==> src/inc/srsc_pkg.sv <==
// constants and types of the system reset state controller
package srsc_pkg;
   // widths
   localparam int ADDR_W = 8;
   localparam int PORT_W = 16;
   localparam int AHB_W = 8;
   localparam int APB_W = 16;
   localparam int IRQ_W = 8;
   localparam int TMR_W = 4;
   localparam int CAUSE_W = 5;
   localparam int CNT_W = 3;
   // register byte offsets
   localparam logic [7:0] OFS_CTRL = 8'h00;
   localparam logic [7:0] OFS_AHB = 8'h04;
   localparam logic [7:0] OFS_APB = 8'h08;
   localparam logic [7:0] OFS_PLAT = 8'h0c;
   localparam logic [7:0] OFS_PMODE = 8'h10;
   localparam logic [7:0] OFS_PULL = 8'h14;
   localparam logic [7:0] OFS_WDT = 8'h18;
   localparam logic [7:0] OFS_CLK = 8'h1c;
   localparam logic [7:0] OFS_IRQ = 8'h20;
   localparam logic [7:0] OFS_CAUSE = 8'h24;
   // field positions
   localparam int CTRL_SWRST_BIT = 0;
   localparam int CTRL_BUSY_BIT = 8;
   localparam int AHB_USB_BIT = 7;
   localparam int APB_WDT_BIT = 0;
   localparam int APB_EMIF_BIT = 1;
   localparam int APB_DMAX_BIT = 2;
   localparam int WDT_EN_BIT = 0;
   localparam int WDT_SRC_BIT = 1;
   localparam int TMR_LSB = 8;
   localparam int CAUSE_POR = 0;
   localparam int CAUSE_VDD = 1;
   localparam int CAUSE_PIN = 2;
   localparam int CAUSE_WDT = 3;
   localparam int CAUSE_SW = 4;
   // values after reset
   localparam logic [AHB_W-1:0] AHB_RST = 8'h7f;
   localparam logic [APB_W-1:0] APB_RST = 16'h0007;
   localparam logic [PORT_W-1:0] PLAT_RST = 16'hffff;
   localparam logic [PORT_W-1:0] PMODE_RST = 16'hffff;
   localparam logic [PORT_W-1:0] PULL_RST = 16'hffff;
   localparam logic [IRQ_W-1:0] IRQ_RST = 8'h00;
   localparam logic [TMR_W-1:0] TMR_RST = 4'h0;
   localparam logic [CAUSE_W-1:0] CAUSE_RST = 5'h01;
   localparam logic [31:0] BOOT_ADDR = 32'h00000000;
   // bus answers
   localparam logic [1:0] RESP_OKAY = 2'h0;
   localparam logic [1:0] RESP_SLVERR = 2'h2;
   // timing
   localparam int CLK_NS = 100;
   localparam int RELEASE_NS = 400;
   localparam int GUARD_NS = 300;
   localparam logic [CNT_W-1:0] RELEASE_CYC = CNT_W'((RELEASE_NS + CLK_NS - 1) / CLK_NS);
   localparam logic [CNT_W-1:0] GUARD_CYC = CNT_W'((GUARD_NS + CLK_NS - 1) / CLK_NS);
   // modes and states
   typedef enum logic [1:0] {CLK_INT_OSC, CLK_EXT_OSC, CLK_PLL, CLK_LP_OSC} srsc_clk_t;
   typedef enum logic {WDT_LFO, WDT_SYSCLK} srsc_wdt_src_t;
   typedef enum logic [1:0] {ST_HELD, ST_EXIT, ST_RUN} srsc_state_t;
endpackage : srsc_pkg

==> src/inc/srsc_regbus_if.sv <==
// register access strobes between the bus slave and the register file
interface srsc_regbus_if;
   logic wr_en;
   logic [7:0] wr_addr;
   logic [31:0] wr_data;
   logic [3:0] wr_strb;
   logic wr_err;
   logic [7:0] rd_addr;
   logic [31:0] rd_data;
   logic rd_err;
   modport slave (output wr_en, wr_addr, wr_data, wr_strb, rd_addr,
                  input wr_err, rd_data, rd_err);
   modport regs (input wr_en, wr_addr, wr_data, wr_strb, rd_addr,
                 output wr_err, rd_data, rd_err);
endinterface : srsc_regbus_if

==> src/verilog/srsc_axil_slave.sv <==
// axi4-lite slave turning bus transfers into register strobes
module srsc_axil_slave (
   // clock and reset
   input wire logic aclk,
   input wire logic aresetn,
   // write channels
   input wire logic [7:0] awaddr,
   input wire logic awvalid,
   output logic awready,
   input wire logic [31:0] wdata,
   input wire logic [3:0] wstrb,
   input wire logic wvalid,
   output logic wready,
   output logic [1:0] bresp,
   output logic bvalid,
   input wire logic bready,
   // read channels
   input wire logic [7:0] araddr,
   input wire logic arvalid,
   output logic arready,
   output logic [31:0] rdata,
   output logic [1:0] rresp,
   output logic rvalid,
   input wire logic rready,
   // register side
   srsc_regbus_if.slave rb
);
   logic [7:0] awaddr_q;
   logic [31:0] wdata_q;
   logic [3:0] wstrb_q;
   logic [7:0] araddr_q;
   logic rd_pend;

   // write fires once both halves are held and no answer is pending
   assign rb.wr_en = !awready && !wready && !bvalid;
   assign rb.wr_addr = awaddr_q;
   assign rb.wr_data = wdata_q;
   assign rb.wr_strb = wstrb_q;
   assign rb.rd_addr = araddr_q;

   // write address and data in either order, response after both
   always_ff @(posedge aclk) begin
      if (!aresetn) begin
         awready <= 1'h1;
         wready <= 1'h1;
         bvalid <= 1'h0;
         bresp <= srsc_pkg::RESP_OKAY;
         awaddr_q <= 8'h00;
         wdata_q <= 32'h00000000;
         wstrb_q <= 4'h0;
      end else begin
         if (awvalid && awready) begin
            awaddr_q <= awaddr;
            awready <= 1'h0;
         end
         if (wvalid && wready) begin
            wdata_q <= wdata;
            wstrb_q <= wstrb;
            wready <= 1'h0;
         end
         if (rb.wr_en) begin
            bvalid <= 1'h1;
            bresp <= rb.wr_err ? srsc_pkg::RESP_SLVERR : srsc_pkg::RESP_OKAY;
         end else if (bvalid && bready) begin
            bvalid <= 1'h0;
            awready <= 1'h1;
            wready <= 1'h1;
         end
      end
   end

   // read: address held one cycle, then data sampled from the register view
   always_ff @(posedge aclk) begin
      if (!aresetn) begin
         arready <= 1'h1;
         rd_pend <= 1'h0;
         rvalid <= 1'h0;
         rdata <= 32'h00000000;
         rresp <= srsc_pkg::RESP_OKAY;
         araddr_q <= 8'h00;
      end else begin
         if (arvalid && arready) begin
            araddr_q <= araddr;
            arready <= 1'h0;
            rd_pend <= 1'h1;
         end else if (rd_pend) begin
            rd_pend <= 1'h0;
            rvalid <= 1'h1;
            rdata <= rb.rd_err ? 32'h00000000 : rb.rd_data;
            rresp <= rb.rd_err ? srsc_pkg::RESP_SLVERR : srsc_pkg::RESP_OKAY;
         end else if (rvalid && rready) begin
            rvalid <= 1'h0;
            arready <= 1'h1;
         end
      end
   end
endmodule : srsc_axil_slave

==> src/verilog/srsc_rst_sync.sv <==
// reset source merge, pin synchroniser and synchronous release
module srsc_rst_sync (
   // clock and reset
   input wire logic aclk,
   input wire logic aresetn,
   // sources
   input wire logic reset_pin_i,
   input wire logic pin_mask,
   input wire logic [3:0] src_req,
   // results
   output logic pin_req,
   output logic hold
);
   logic pin_s1;
   logic pin_s2;
   logic any_req;
   logic [srsc_pkg::CNT_W-1:0] cnt;

   // two-flop pin synchroniser, idle high
   always_ff @(posedge aclk) begin
      if (!aresetn) begin
         pin_s1 <= 1'h1;
         pin_s2 <= 1'h1;
      end else begin
         pin_s1 <= reset_pin_i;
         pin_s2 <= pin_s1;
      end
   end

   // masked while we drive the pin ourselves, else it would hold itself in reset
   assign pin_req = !pin_s2 && !pin_mask;
   assign any_req = (|src_req) || pin_req;

   // hold while any source, then count out before release
   always_ff @(posedge aclk) begin
      if (!aresetn) begin
         hold <= 1'h1;
         cnt <= srsc_pkg::RELEASE_CYC;
      end else if (any_req) begin
         hold <= 1'h1;
         cnt <= srsc_pkg::RELEASE_CYC;
      end else if (cnt != '0) begin
         cnt <= cnt - 1'b1;
      end else begin
         hold <= 1'h0;
      end
   end
endmodule : srsc_rst_sync

==> src/verilog/srsc_top.sv <==
// reset state controller: sequencing, reset defaults and the register file
//
// Local design decisions: the address map and the AXI4-Lite register port.
module srsc_top (
   // clock and reset
   input wire logic aclk,
   input wire logic aresetn,
   // axi4-lite write channels
   input wire logic [7:0] awaddr,
   input wire logic awvalid,
   output logic awready,
   input wire logic [31:0] wdata,
   input wire logic [3:0] wstrb,
   input wire logic wvalid,
   output logic wready,
   output logic [1:0] bresp,
   output logic bvalid,
   input wire logic bready,
   // axi4-lite read channels
   input wire logic [7:0] araddr,
   input wire logic arvalid,
   output logic arready,
   output logic [31:0] rdata,
   output logic [1:0] rresp,
   output logic rvalid,
   input wire logic rready,
   // reset sources
   input wire logic por_req,
   input wire logic vdd_mon_req,
   input wire logic wdt_expired,
   // external reset pin, open drain
   input wire logic reset_pin_i,
   output logic reset_pin_o,
   output logic reset_pin_oe_n,
   // processor core and memories
   output logic core_halt,
   output logic pc_clear,
   output logic core_start,
   output logic [31:0] fetch_addr,
   output logic module_init,
   output logic ram_write_block,
   // clock control
   output logic [srsc_pkg::AHB_W-1:0] ahb_clk_en,
   output logic [srsc_pkg::APB_W-1:0] apb_clk_en,
   output srsc_pkg::srsc_clk_t sys_clk_sel,
   output logic wdt_enable,
   output srsc_pkg::srsc_wdt_src_t wdt_clk_sel,
   // port pins
   output logic [srsc_pkg::PORT_W-1:0] port_latch,
   output logic [srsc_pkg::PORT_W-1:0] port_open_drain,
   output logic [srsc_pkg::PORT_W-1:0] port_pullup_en,
   // interrupts and timers
   output logic [srsc_pkg::IRQ_W-1:0] irq_enable,
   output logic [srsc_pkg::TMR_W-1:0] timer_enable
);
   srsc_pkg::srsc_state_t state;
   srsc_pkg::srsc_state_t next_state;
   logic hold;
   logic pin_req;
   logic pin_mask;
   logic sw_req;
   logic drv_cause;
   logic [srsc_pkg::CNT_W-1:0] pin_guard;
   logic [srsc_pkg::CAUSE_W-1:0] cause;
   logic [srsc_pkg::CAUSE_W-1:0] cause_set;
   logic [srsc_pkg::CAUSE_W-1:0] cause_clr;
   logic [31:0] rd_word;
   logic [31:0] wword;
   logic wr_ok;
   logic in_defaults;

   srsc_regbus_if rb ();

   // bus slave
   srsc_axil_slave u_bus (
      .aclk(aclk),
      .aresetn(aresetn),
      .awaddr(awaddr),
      .awvalid(awvalid),
      .awready(awready),
      .wdata(wdata),
      .wstrb(wstrb),
      .wvalid(wvalid),
      .wready(wready),
      .bresp(bresp),
      .bvalid(bvalid),
      .bready(bready),
      .araddr(araddr),
      .arvalid(arvalid),
      .arready(arready),
      .rdata(rdata),
      .rresp(rresp),
      .rvalid(rvalid),
      .rready(rready),
      .rb(rb.slave)
   );

   // pin source ignored while we pull it and until the pad settles
   assign pin_mask = !reset_pin_oe_n || (pin_guard != '0);

   // source merge and synchronous release
   srsc_rst_sync u_sync (
      .aclk(aclk),
      .aresetn(aresetn),
      .reset_pin_i(reset_pin_i),
      .pin_mask(pin_mask),
      .src_req({sw_req, wdt_expired, vdd_mon_req, por_req}),
      .pin_req(pin_req),
      .hold(hold)
   );

   // byte-lane merge of a write into the current word
   function automatic logic [31:0] lane_merge(input logic [31:0] old, input logic [31:0] din,
                                              input logic [3:0] strb);
      logic [31:0] res;
      res = old;
      for (int i = 0; i < 4; i++) begin
         if (strb[i]) begin
            res[i*8 +: 8] = din[i*8 +: 8];
         end
      end
      return res;
   endfunction : lane_merge

   // decode shared by the read and write error answers
   function automatic logic is_mapped(input logic [7:0] a);
      return (a == srsc_pkg::OFS_CTRL) || (a == srsc_pkg::OFS_AHB) ||
             (a == srsc_pkg::OFS_APB) || (a == srsc_pkg::OFS_PLAT) ||
             (a == srsc_pkg::OFS_PMODE) || (a == srsc_pkg::OFS_PULL) ||
             (a == srsc_pkg::OFS_WDT) || (a == srsc_pkg::OFS_CLK) ||
             (a == srsc_pkg::OFS_IRQ) || (a == srsc_pkg::OFS_CAUSE);
   endfunction : is_mapped

   // register view, bits above each field read zero
   function automatic logic [31:0] reg_view(input logic [7:0] a);
      logic [31:0] v;
      v = 32'h00000000;
      if (a == srsc_pkg::OFS_CTRL) begin
         v[srsc_pkg::CTRL_BUSY_BIT] = (state != srsc_pkg::ST_RUN);
      end else if (a == srsc_pkg::OFS_AHB) begin
         v[srsc_pkg::AHB_W-1:0] = ahb_clk_en;
      end else if (a == srsc_pkg::OFS_APB) begin
         v[srsc_pkg::APB_W-1:0] = apb_clk_en;
      end else if (a == srsc_pkg::OFS_PLAT) begin
         v[srsc_pkg::PORT_W-1:0] = port_latch;
      end else if (a == srsc_pkg::OFS_PMODE) begin
         v[srsc_pkg::PORT_W-1:0] = port_open_drain;
      end else if (a == srsc_pkg::OFS_PULL) begin
         v[srsc_pkg::PORT_W-1:0] = port_pullup_en;
      end else if (a == srsc_pkg::OFS_WDT) begin
         v[srsc_pkg::WDT_EN_BIT] = wdt_enable;
         v[srsc_pkg::WDT_SRC_BIT] = wdt_clk_sel;
      end else if (a == srsc_pkg::OFS_CLK) begin
         v[1:0] = sys_clk_sel;
      end else if (a == srsc_pkg::OFS_IRQ) begin
         v[srsc_pkg::IRQ_W-1:0] = irq_enable;
         v[srsc_pkg::TMR_LSB +: srsc_pkg::TMR_W] = timer_enable;
      end else if (a == srsc_pkg::OFS_CAUSE) begin
         v[srsc_pkg::CAUSE_W-1:0] = cause;
      end
      return v;
   endfunction : reg_view

   // read data and merged write word
   always_comb begin
      rd_word = reg_view(rb.rd_addr);
      wword = lane_merge(reg_view(rb.wr_addr), rb.wr_data, rb.wr_strb);
   end

   assign rb.rd_data = rd_word;
   assign rb.rd_err = !is_mapped(rb.rd_addr);
   assign rb.wr_err = !is_mapped(rb.wr_addr);
   // writes during reset are answered but dropped: defaults must win
   assign wr_ok = rb.wr_en && (state == srsc_pkg::ST_RUN);
   assign in_defaults = !aresetn || (state == srsc_pkg::ST_HELD);

   // reset sequence
   always_comb begin
      next_state = state;
      case (state)
         srsc_pkg::ST_HELD: begin
            if (!hold) begin
               next_state = srsc_pkg::ST_EXIT;
            end
         end
         srsc_pkg::ST_EXIT: begin
            next_state = hold ? srsc_pkg::ST_HELD : srsc_pkg::ST_RUN;
         end
         default: begin
            if (hold) begin
               next_state = srsc_pkg::ST_HELD;
            end
         end
      endcase
   end

   always_ff @(posedge aclk) begin
      if (!aresetn) begin
         state <= srsc_pkg::ST_HELD;
      end else begin
         state <= next_state;
      end
   end

   // core control, registered from the next state
   always_ff @(posedge aclk) begin
      if (!aresetn) begin
         core_halt <= 1'h1;
         pc_clear <= 1'h1;
         core_start <= 1'h0;
         fetch_addr <= srsc_pkg::BOOT_ADDR;
         module_init <= 1'h1;
         ram_write_block <= 1'h1;
      end else begin
         core_halt <= (next_state != srsc_pkg::ST_RUN);
         pc_clear <= (next_state != srsc_pkg::ST_RUN);
         core_start <= (next_state == srsc_pkg::ST_EXIT);
         fetch_addr <= srsc_pkg::BOOT_ADDR;
         module_init <= (next_state == srsc_pkg::ST_HELD);
         // ram is never cleared, only shielded from stray writes
         ram_write_block <= (next_state != srsc_pkg::ST_RUN);
      end
   end

   // software reset request, one cycle
   always_ff @(posedge aclk) begin
      if (!aresetn) begin
         sw_req <= 1'h0;
      end else begin
         sw_req <= wr_ok && (rb.wr_addr == srsc_pkg::OFS_CTRL) &&
                   wword[srsc_pkg::CTRL_SWRST_BIT];
      end
   end

   // reset cause: a power-on reset clears all other bits, a written one clears any bit
   assign cause_set = {sw_req, wdt_expired, pin_req, vdd_mon_req, por_req};
   assign cause_clr = (wr_ok && rb.wr_addr == srsc_pkg::OFS_CAUSE && rb.wr_strb[0]) ?
                      rb.wr_data[srsc_pkg::CAUSE_W-1:0] : '0;

   always_ff @(posedge aclk) begin
      if (!aresetn) begin
         cause <= srsc_pkg::CAUSE_RST;
      end else if (por_req) begin
         cause <= cause_set;
      end else begin
         // a new event outranks a clear in the same cycle
         cause <= (cause & ~cause_clr) | cause_set;
      end
   end

   // pin drive for power-on and supply-monitor resets
   always_ff @(posedge aclk) begin
      if (!aresetn) begin
         drv_cause <= 1'h1;
      end else if (por_req || vdd_mon_req) begin
         drv_cause <= 1'h1;
      end else if (state == srsc_pkg::ST_EXIT) begin
         drv_cause <= 1'h0;
      end
   end

   always_ff @(posedge aclk) begin
      if (!aresetn) begin
         reset_pin_o <= 1'h0;
         reset_pin_oe_n <= 1'h0;
      end else begin
         reset_pin_o <= 1'h0;
         reset_pin_oe_n <= !((next_state != srsc_pkg::ST_RUN) && drv_cause);
      end
   end

   // guard: synchroniser still shows our own low for a few cycles
   always_ff @(posedge aclk) begin
      if (!aresetn) begin
         pin_guard <= srsc_pkg::GUARD_CYC;
      end else if (!reset_pin_oe_n) begin
         pin_guard <= srsc_pkg::GUARD_CYC;
      end else if (pin_guard != '0) begin
         pin_guard <= pin_guard - 1'b1;
      end
   end

   // bus clock gates
   always_ff @(posedge aclk) begin
      if (in_defaults) begin
         ahb_clk_en <= srsc_pkg::AHB_RST;
         apb_clk_en <= srsc_pkg::APB_RST;
      end else if (wr_ok && rb.wr_addr == srsc_pkg::OFS_AHB) begin
         ahb_clk_en <= wword[srsc_pkg::AHB_W-1:0];
      end else if (wr_ok && rb.wr_addr == srsc_pkg::OFS_APB) begin
         apb_clk_en <= wword[srsc_pkg::APB_W-1:0];
      end
   end

   // port pin state
   always_ff @(posedge aclk) begin
      if (in_defaults) begin
         port_latch <= srsc_pkg::PLAT_RST;
         port_open_drain <= srsc_pkg::PMODE_RST;
         port_pullup_en <= srsc_pkg::PULL_RST;
      end else if (wr_ok && rb.wr_addr == srsc_pkg::OFS_PLAT) begin
         port_latch <= wword[srsc_pkg::PORT_W-1:0];
      end else if (wr_ok && rb.wr_addr == srsc_pkg::OFS_PMODE) begin
         port_open_drain <= wword[srsc_pkg::PORT_W-1:0];
      end else if (wr_ok && rb.wr_addr == srsc_pkg::OFS_PULL) begin
         port_pullup_en <= wword[srsc_pkg::PORT_W-1:0];
      end
   end

   // system clock and watchdog
   always_ff @(posedge aclk) begin
      if (in_defaults) begin
         sys_clk_sel <= srsc_pkg::CLK_INT_OSC;
         wdt_enable <= 1'h1;
         wdt_clk_sel <= srsc_pkg::WDT_LFO;
      end else if (wr_ok && rb.wr_addr == srsc_pkg::OFS_CLK) begin
         sys_clk_sel <= srsc_pkg::srsc_clk_t'(wword[1:0]);
      end else if (wr_ok && rb.wr_addr == srsc_pkg::OFS_WDT) begin
         wdt_enable <= wword[srsc_pkg::WDT_EN_BIT];
         wdt_clk_sel <= srsc_pkg::srsc_wdt_src_t'(wword[srsc_pkg::WDT_SRC_BIT]);
      end
   end

   // interrupt and timer enables
   always_ff @(posedge aclk) begin
      if (in_defaults) begin
         irq_enable <= srsc_pkg::IRQ_RST;
         timer_enable <= srsc_pkg::TMR_RST;
      end else if (wr_ok && rb.wr_addr == srsc_pkg::OFS_IRQ) begin
         irq_enable <= wword[srsc_pkg::IRQ_W-1:0];
         timer_enable <= wword[srsc_pkg::TMR_LSB +: srsc_pkg::TMR_W];
      end
   end
endmodule : srsc_top
==> config.mk <==
export PLATFORM = sky130hd
export DESIGN_NAME = srsc_top
export DESIGN_NICKNAME = d
export VERILOG_FILES = /design/src/inc/srsc_pkg.sv /design/src/inc/srsc_regbus_if.sv /design/src/verilog/srsc_axil_slave.sv /design/src/verilog/srsc_rst_sync.sv /design/src/verilog/srsc_top.sv
export SDC_FILE = /design/constraint.sdc
export NUM_CORES = 1
export LEC_CHECK = 0
export BUFFER_PORTS_ARGS = -buffer_cell sky130_fd_sc_hd__buf_2
export CAP_MARGIN = 10
export CORE_ASPECT_RATIO = 0.5
export CORE_MARGIN = 4
export CORE_UTILIZATION = 57
export DETAILED_ROUTE_END_ITERATION = 8
export PLACE_DENSITY = 0.95
export SKIP_CTS_REPAIR_TIMING = 1
export SYNTH_ARGS = -nofsm -noshare
export SYNTH_HDL_FRONTEND = slang
export SYNTH_SLANG_ARGS = --single-unit
==> constraint.sdc <==
create_clock -name aclk -period 3.02 [get_ports aclk]
set_clock_uncertainty 0.05 [all_clocks]
set_input_delay 0.755 -clock aclk [delete_from_list [all_inputs] [get_ports aclk]]
set_output_delay 0.755 -clock aclk [all_outputs]
set_load 0.05 [all_outputs]
== Yosys cells after proc, flatten, opt, wreduce, memory -nomap -nowiden ==
Index checks and enable logic that the tools add are counted.
Widths: inputs -> output; s select.

* Input bits: 63
* Word-level logic and storage cells: 204
* Flip-flop bits (word level): 186
* Output and inout bits: 168

* Equal/unequal tests: 24
* Add/subtract/negate cells: 2
* Reductions and logical operators: 73
* Bitwise logic cells: 9
* Muxes and demuxes: 59

{| class="wikitable"
|+ Operators with widths
! cell !! count
|-
| $mux 16 || 7
|-
| $eq 8x5->1 const B || 8
|-
| $mux 8 || 8
|-
| $mux 10 || 4
|-
| $eq 8x4->1 const B || 4
|-
| $eq 8x6->1 const B || 4
|-
| $mux 5 || 6
|-
| $mux 7 || 4
|-
| $mux 12 || 2
|-
| $logic_and 1x1->1 || 22
|-
| $logic_or 1x1->1 || 22
|-
| $mux 2 || 9
|-
| $eq 8x3->1 const B || 2
|-
| $logic_not 8->1 || 2
|-
| $mux 1 || 16
|-
| $reduce_and 2->1 || 7
|-
| $logic_not 1->1 || 8
|-
| $mux 4 || 2
|-
| $ne 2x2->1 const B || 3
|-
| $not 1->1 || 6
|-
| $reduce_bool 2->1 || 3
|-
| $reduce_bool 3->1 || 2
|-
| $reduce_or 2->1 || 3
|-
| $sub 3x1->3 const B || 2
|-
| 9 further kinds || 11
|}

== Depth between registers and ports, before layout ==
* Word-level depth: 13
* Mapped depth: 7
* Gate-level depth less buffers: 6

== Hierarchy ==
Synthesis repeated with hierarchy kept, for this count alone.

* Cell total of the unflattened synthesis: 1254
* Area, all modules: 10502.6 sq um

{| class="wikitable"
|+ By module, submodules not included
! module !! area each (sq um) !! times used !! cells each !! seq. area each (sq um)
|-
| srsc_top || 6150.9 || 1 || 818 || 2082.0
|-
| srsc_axil_slave || 4105.2 || 1 || 412 || 1841.8
|-
| srsc_rst_sync || 246.5 || 1 || 24 || 120.1
|}

== Worst setup path before layout ==
Ideal clock, no wire load.

* Path kind: flip-flop to flip-flop
* From: register u_bus.bvalid
* To: register port_pullup_en[15] (netlist bit)
* Arrival: 1.933 ns
* Clock period less this slack: 2.107 ns
* Path slack: 0.913 ns
* Setup time: 0.124 ns
* Stages on the path, launching flop included: 8
* Buffers on the path: 2
* Data required time: 2.846 ns
* Cell sequence: dfxtp_1 or3_1 clkbuf_1 nor3_2 nand2_1 clkbuf_1 a21oi_1 o21ai_1

* Longest elaborated chain between the ends: 6
* Elaborated cells between the ends (all ways): 9
* Those cells by class: bitwise: 2; reduce/logical: 7

{| class="wikitable"
|+ Ends and longest elaborated chain
! what !! line !! RTL
|-
| start: declaration || srsc_axil_slave.sv:15 || <nowiki>output logic bvalid,</nowiki>
|-
| start signal: assignment || srsc_axil_slave.sv:46 || <nowiki>bvalid <= 1'h0;</nowiki>
|-
| start signal: assignment || srsc_axil_slave.sv:62 || <nowiki>bvalid <= 1'h1;</nowiki>
|-
| start signal: assignment || srsc_axil_slave.sv:65 || <nowiki>bvalid <= 1'h0;</nowiki>
|-
| $logic_not 1->1 * || srsc_axil_slave.sv:35 || <nowiki>assign rb.wr_en = !awready && !wready && !bvalid;</nowiki>
|-
| $logic_and 1x1->1 * || srsc_axil_slave.sv:35 ||
|-
| $logic_and 1x1->1 * || srsc_top.sv:174 || <nowiki>assign wr_ok = rb.wr_en && (state == srsc_pkg::ST_RUN);</nowiki>
|-
| $logic_and 1x1->1 (on tied branches) || srsc_top.sv:303, srsc_top.sv:301 ||
|-
| $not 1->1 (no source line) || - ||
|-
| $reduce_and 3->1 (no source line) * || - ||
|-
| end signal: assignment || srsc_top.sv:300 || <nowiki>port_pullup_en <= srsc_pkg::PULL_RST;</nowiki>
|-
| end signal: assignment || srsc_top.sv:306 || <nowiki>port_pullup_en <= wword[srsc_pkg::PORT_W-1:0];</nowiki>
|-
| end: declaration || srsc_top.sv:51 || <nowiki>output logic [srsc_pkg::PORT_W-1:0] port_pullup_en,</nowiki>
|}

Every way passes the cells marked *; elsewhere a longest branch is shown, timed or not.
A chain may end at the register's enable or synchronous reset.

== Final worst setup path ==
* From: register u_bus.awaddr_q[4], in the netlist u_bus.rb.wr_addr[4]
* To: register irq_enable[6] (netlist bit)

* Longest elaborated chain between the ends: 11
* Elaborated cells between the ends (all ways): 20
* Those cells by class: eq/ne: 8; mux: 10; reduce/logical: 2

{| class="wikitable"
|+ Ends and longest elaborated chain
! what !! line !! RTL
|-
| start: declaration || srsc_axil_slave.sv:28 || <nowiki>logic [7:0] awaddr_q;</nowiki>
|-
| start signal: assignment || srsc_axil_slave.sv:53 || <nowiki>awaddr_q <= awaddr;</nowiki>
|-
| $eq 8x6->1 || srsc_top.sv:155, srsc_top.sv:329 ||
|-
| $mux 7 || srsc_top.sv:155 || <nowiki>end else if (a == srsc_pkg::OFS_IRQ) begin</nowiki>
|-
| $mux 10 || srsc_top.sv:153 || <nowiki>end else if (a == srsc_pkg::OFS_CLK) begin</nowiki>
|-
| $mux 10 || srsc_top.sv:150 || <nowiki>end else if (a == srsc_pkg::OFS_WDT) begin</nowiki>
|-
| $mux 12 || srsc_top.sv:148 || <nowiki>end else if (a == srsc_pkg::OFS_PULL) begin</nowiki>
|-
| $mux 16 || srsc_top.sv:146 || <nowiki>end else if (a == srsc_pkg::OFS_PMODE) begin</nowiki>
|-
| $mux 16 || srsc_top.sv:144 || <nowiki>end else if (a == srsc_pkg::OFS_PLAT) begin</nowiki>
|-
| $mux 16 || srsc_top.sv:142 || <nowiki>end else if (a == srsc_pkg::OFS_APB) begin</nowiki>
|-
| $mux 8 || srsc_top.sv:140 || <nowiki>end else if (a == srsc_pkg::OFS_AHB) begin</nowiki>
|-
| $mux 8 || srsc_top.sv:138 || <nowiki>if (a == srsc_pkg::OFS_CTRL) begin</nowiki>
|-
| $mux 8 || srsc_top.sv:118 || <nowiki>if (strb[i]) begin</nowiki>
|-
| end signal: assignment || srsc_top.sv:327 || <nowiki>irq_enable <= srsc_pkg::IRQ_RST;</nowiki>
|-
| end signal: assignment || srsc_top.sv:330 || <nowiki>irq_enable <= wword[srsc_pkg::IRQ_W-1:0];</nowiki>
|-
| end: declaration || srsc_top.sv:53 || <nowiki>output logic [srsc_pkg::IRQ_W-1:0] irq_enable,</nowiki>
|}

Parallel ways exist; a longest one is shown, timed or not.

==> results.md <==
- Outcome: complete, no violations
- Gr ovfl total: 0
- Die area: 17030 µm²
- DRC: 0
- Yosys cell types: 81
- Worst hold slack: 369.0 ps
- RSZ-0062 raised after global routing: false
- Syn Inst Count: 1054
- Final Instance Area: 9962 µm²
- Initial antenna violation count: 0
- Peak Freq: 368.0 MHz
- Nets: 1271
- Worst Path Max Fanout: 21
- Power, Total: 5.352 mW
- Setup crit end kind: flop
- ANT nets after route: 0
- Total leakage power: 3.822 nW
- N_diodes: 0
- Min-delay src: u_sync.pin_s1
- Setup_tns: 0 ps
- Initial Utilization: 58.54%
- Routed vias/inst: 6.457
- Placeable Area: 14510 µm²
- Detailed placer's ending HPWL: 24.08 mm
- Worst path most repeated cell: buf_4
- Fraction of layout cells with a size suffix above 1: 22.84%
- Root buffer cell: clkbuf_16
- Area of the multi-input gates: 4549 µm²
- Fin crit share: 89.97%
- Worst reg2reg path endpoint: irq_enable[6]
- WL final: 31.82 mm
- Reg2Reg Launch Point: u_bus.rb.wr_addr[4]
- CTS sink count: 168
- R2R depth: 7
- Cells along the critical path: buf_4 -> nor2b_1 -> buf_4 -> nor3b_1 -> a211oi_1 -> o31ai_1 -> o22ai_1
- Fin util: 68.67%
- Clock transition at the registers of the reported paths: 70 ps
- Slew HR: 34.70%
- Most frequent cells in the layout: 167 x dfxtp_1, 161 x buf_2, 141 x nand2_1
- Tightest Pin Transition: 975.8 ps
- Placed insts: 1383
- Mean Syn Cell Area: 8.057 µm²
- CTS tree: done
- Post-Layout Cell Count: 1415
- Longest Clk Path Bufs: 2
- Worst EP required: 3250 ps
- Row count: 31
- Die H: 94.31 µm
- Classification of the worst setup path: reg2reg
- WL per Instance: 22.49 µm
- Die width: 180.6 µm
- Skew-Pair Late Insertion Delay: 430 ps
- Slowest-stage cell, CP: o31ai_1
- Fillers: 1213
- Synth Warn #: 0
- Total number of vias: 9137
- Top-Level Pins: 231
- Hold crit path type: reg2reg
- Leading cell type in the layout, fill and taps excluded: dfxtp_1
- Sequential-to-total area share from yosys stat: 39.61%
- Period minus WS final: 2717 ps
- Power Density: 537.2 nW/µm²
- Gr usage total: 36.23%
- Crit path DAT: 2950 ps
- Post-synth EDFFs: 0
- Setup ws final: 302.9 ps
- Slowest cell delay on critical path: 800 ps
- Worst Hold Path EP: u_sync.pin_s2
- FFs w/ async S/R, synth: 0%
- Gp weighted congestion: 1.023
- Cell area after synthesis: 8492 µm²
- Reg2Reg Setup Slack: 300 ps
- Peak VDD IR: 0.3675 mV
- H-tree Lvls: 4
- Ys flop type: dfxtp_1
- Largest net degree at the start of global routing: 41
- Hold Fails Final Rpt: 0
- Register area: 3364 µm²
- Layout area overhead: 17.31%
- Number of global-route vias before repair: 8426
- First-pass GRT wire length: 48.29 mm
- Drt first pass iters: 8
- Hold depth: 1
- Cts bufs inserted: 17
- Place WS: 404.4 ps
- Final setup viols: 0
- IO buf count: 161
- Initial detailed-routing violation count: 1244
- Max-Cap Viols: 0
- Yosys reg bits: 168
- Dpl cell area: 9369 µm²
- Final slew viol count: 0
- CP Launch Type: flop
[per-layer routing]
layer	share of wire, %	track usage, %
met3	15	10.36
met5	0	0
met2	43	55.59
met4	2.3	10.13
met1	40	50.31
[Yosys cell counts (3+ instances only)]
cell type  number  area (µm²)
dfxtp_1       168        3363
buf_1           7       26.28
o21ai_1        28       140.1
and3_1          4       25.02
buf_2          21       105.1
inv_1          19       71.32
or4_1           3       22.52
nor3_2          4       40.04
a22oi_1        12       90.09
nor2_1         59       221.5
a21o_1          5       37.54
or3_1           5       31.28
nand3_1        29       145.1
ha_1            4       50.05
a211oi_2        3       37.54
and2_1         10       62.56
a32oi_1         6       52.55
o22ai_1        14       87.58
nor2b_1         7       43.79
a31oi_1        21       131.4
a221o_1         5       50.05
mux2_2         10       112.6
clkbuf_1       40       150.1
a21boi_1        3       22.52
buf_4          53       397.9
mux2i_1        16       160.2
a222oi_1        4       40.04
nand2_1       141       529.3
o21ai_0        64       320.3
a221oi_1        9       78.83
or4b_1          3       30.03
nor4_2          5       62.56
nor3_1         48       240.2
a21oi_1       112       560.5
nand2b_1       17       106.4
o211ai_1       14       105.1
o21a_1          8       60.06
o32a_1          3       30.03
a211oi_1       13       97.59
a2bb2oi_1       3       26.28
nor3b_1         3       22.52
[worst max path at each step]
stage	end	depth (start not counted)	startpoint
finish	irq_enable[6]	7	u_bus.rb.wr_addr[4]
global route	irq_enable[6]	7	u_bus.rb.wr_addr[4]
CTS	irq_enable[6]	7	u_bus.rb.wr_addr[4]
detailed placement	irq_enable[6]	7	u_bus.rb.wr_addr[4]
global placement	u_bus.rdata[7]	6	arvalid
floorplan	port_pullup_en[15]	7	u_bus.bvalid
[cell families (layout without fill, tap and decap cells)]
logic type | Yosys count | in the layout | synth area share [%]
adder cells (fa/ha/maj) | 4 | 4 | 0.5894
multiplexers | 26 | 26 | 3.212
buffers and inverters | 144 | 257 | 9.194
AND/OR/NAND/NOR | 355 | 355 | 20.91
other | 1 | 51 | 0.04416
XOR/XNOR | 2 | 2 | 0.2063
flip-flops | 168 | 168 | 39.61
AO/OA/AOI/OAI | 354 | 354 | 26.24
[power by group]
part           internal (mW)  leakage [nW]  switching (mW)
logic                  0.214          2.17           0.579
registers               2.25          1.36          0.0605
clock network           1.20         0.292            1.04
total                   3.67          3.82            1.68
[cell type report]
type	count	share of cell area, %
clock buffer	18	4.408
clock inverter	14	1.545
inverter	21	0.7913
multi-input combinational	792	45.67
sequential	168	33.77
tap	198	2.487
timing repair buffer	204	11.33
[flip-flops by register name (all words and copies together) (netlist names), 3 cells and up]
signal and count:
cause 5, u_bus.rb.wr_addr 8, ahb_clk_en 8, port_pullup_en 16
apb_clk_en 16, port_open_drain 16, timer_enable 4, pin_guard 3
u_sync.cnt 3, u_bus.rb.rd_addr 8, port_latch 16, u_bus.rb.wr_data 16
u_bus.rdata 16, irq_enable 8
[critical path, delay by kind of cell (launching register included)]
family | cells | cell delay [ps]
buffers and inverters | 2 | 490
DFF | 1 | 530
and+or+nand+nor | 2 | 410
AOI/OAI and AO/OA | 3 | 1070
No activity file was read; power rests on OpenSTA's default activity.
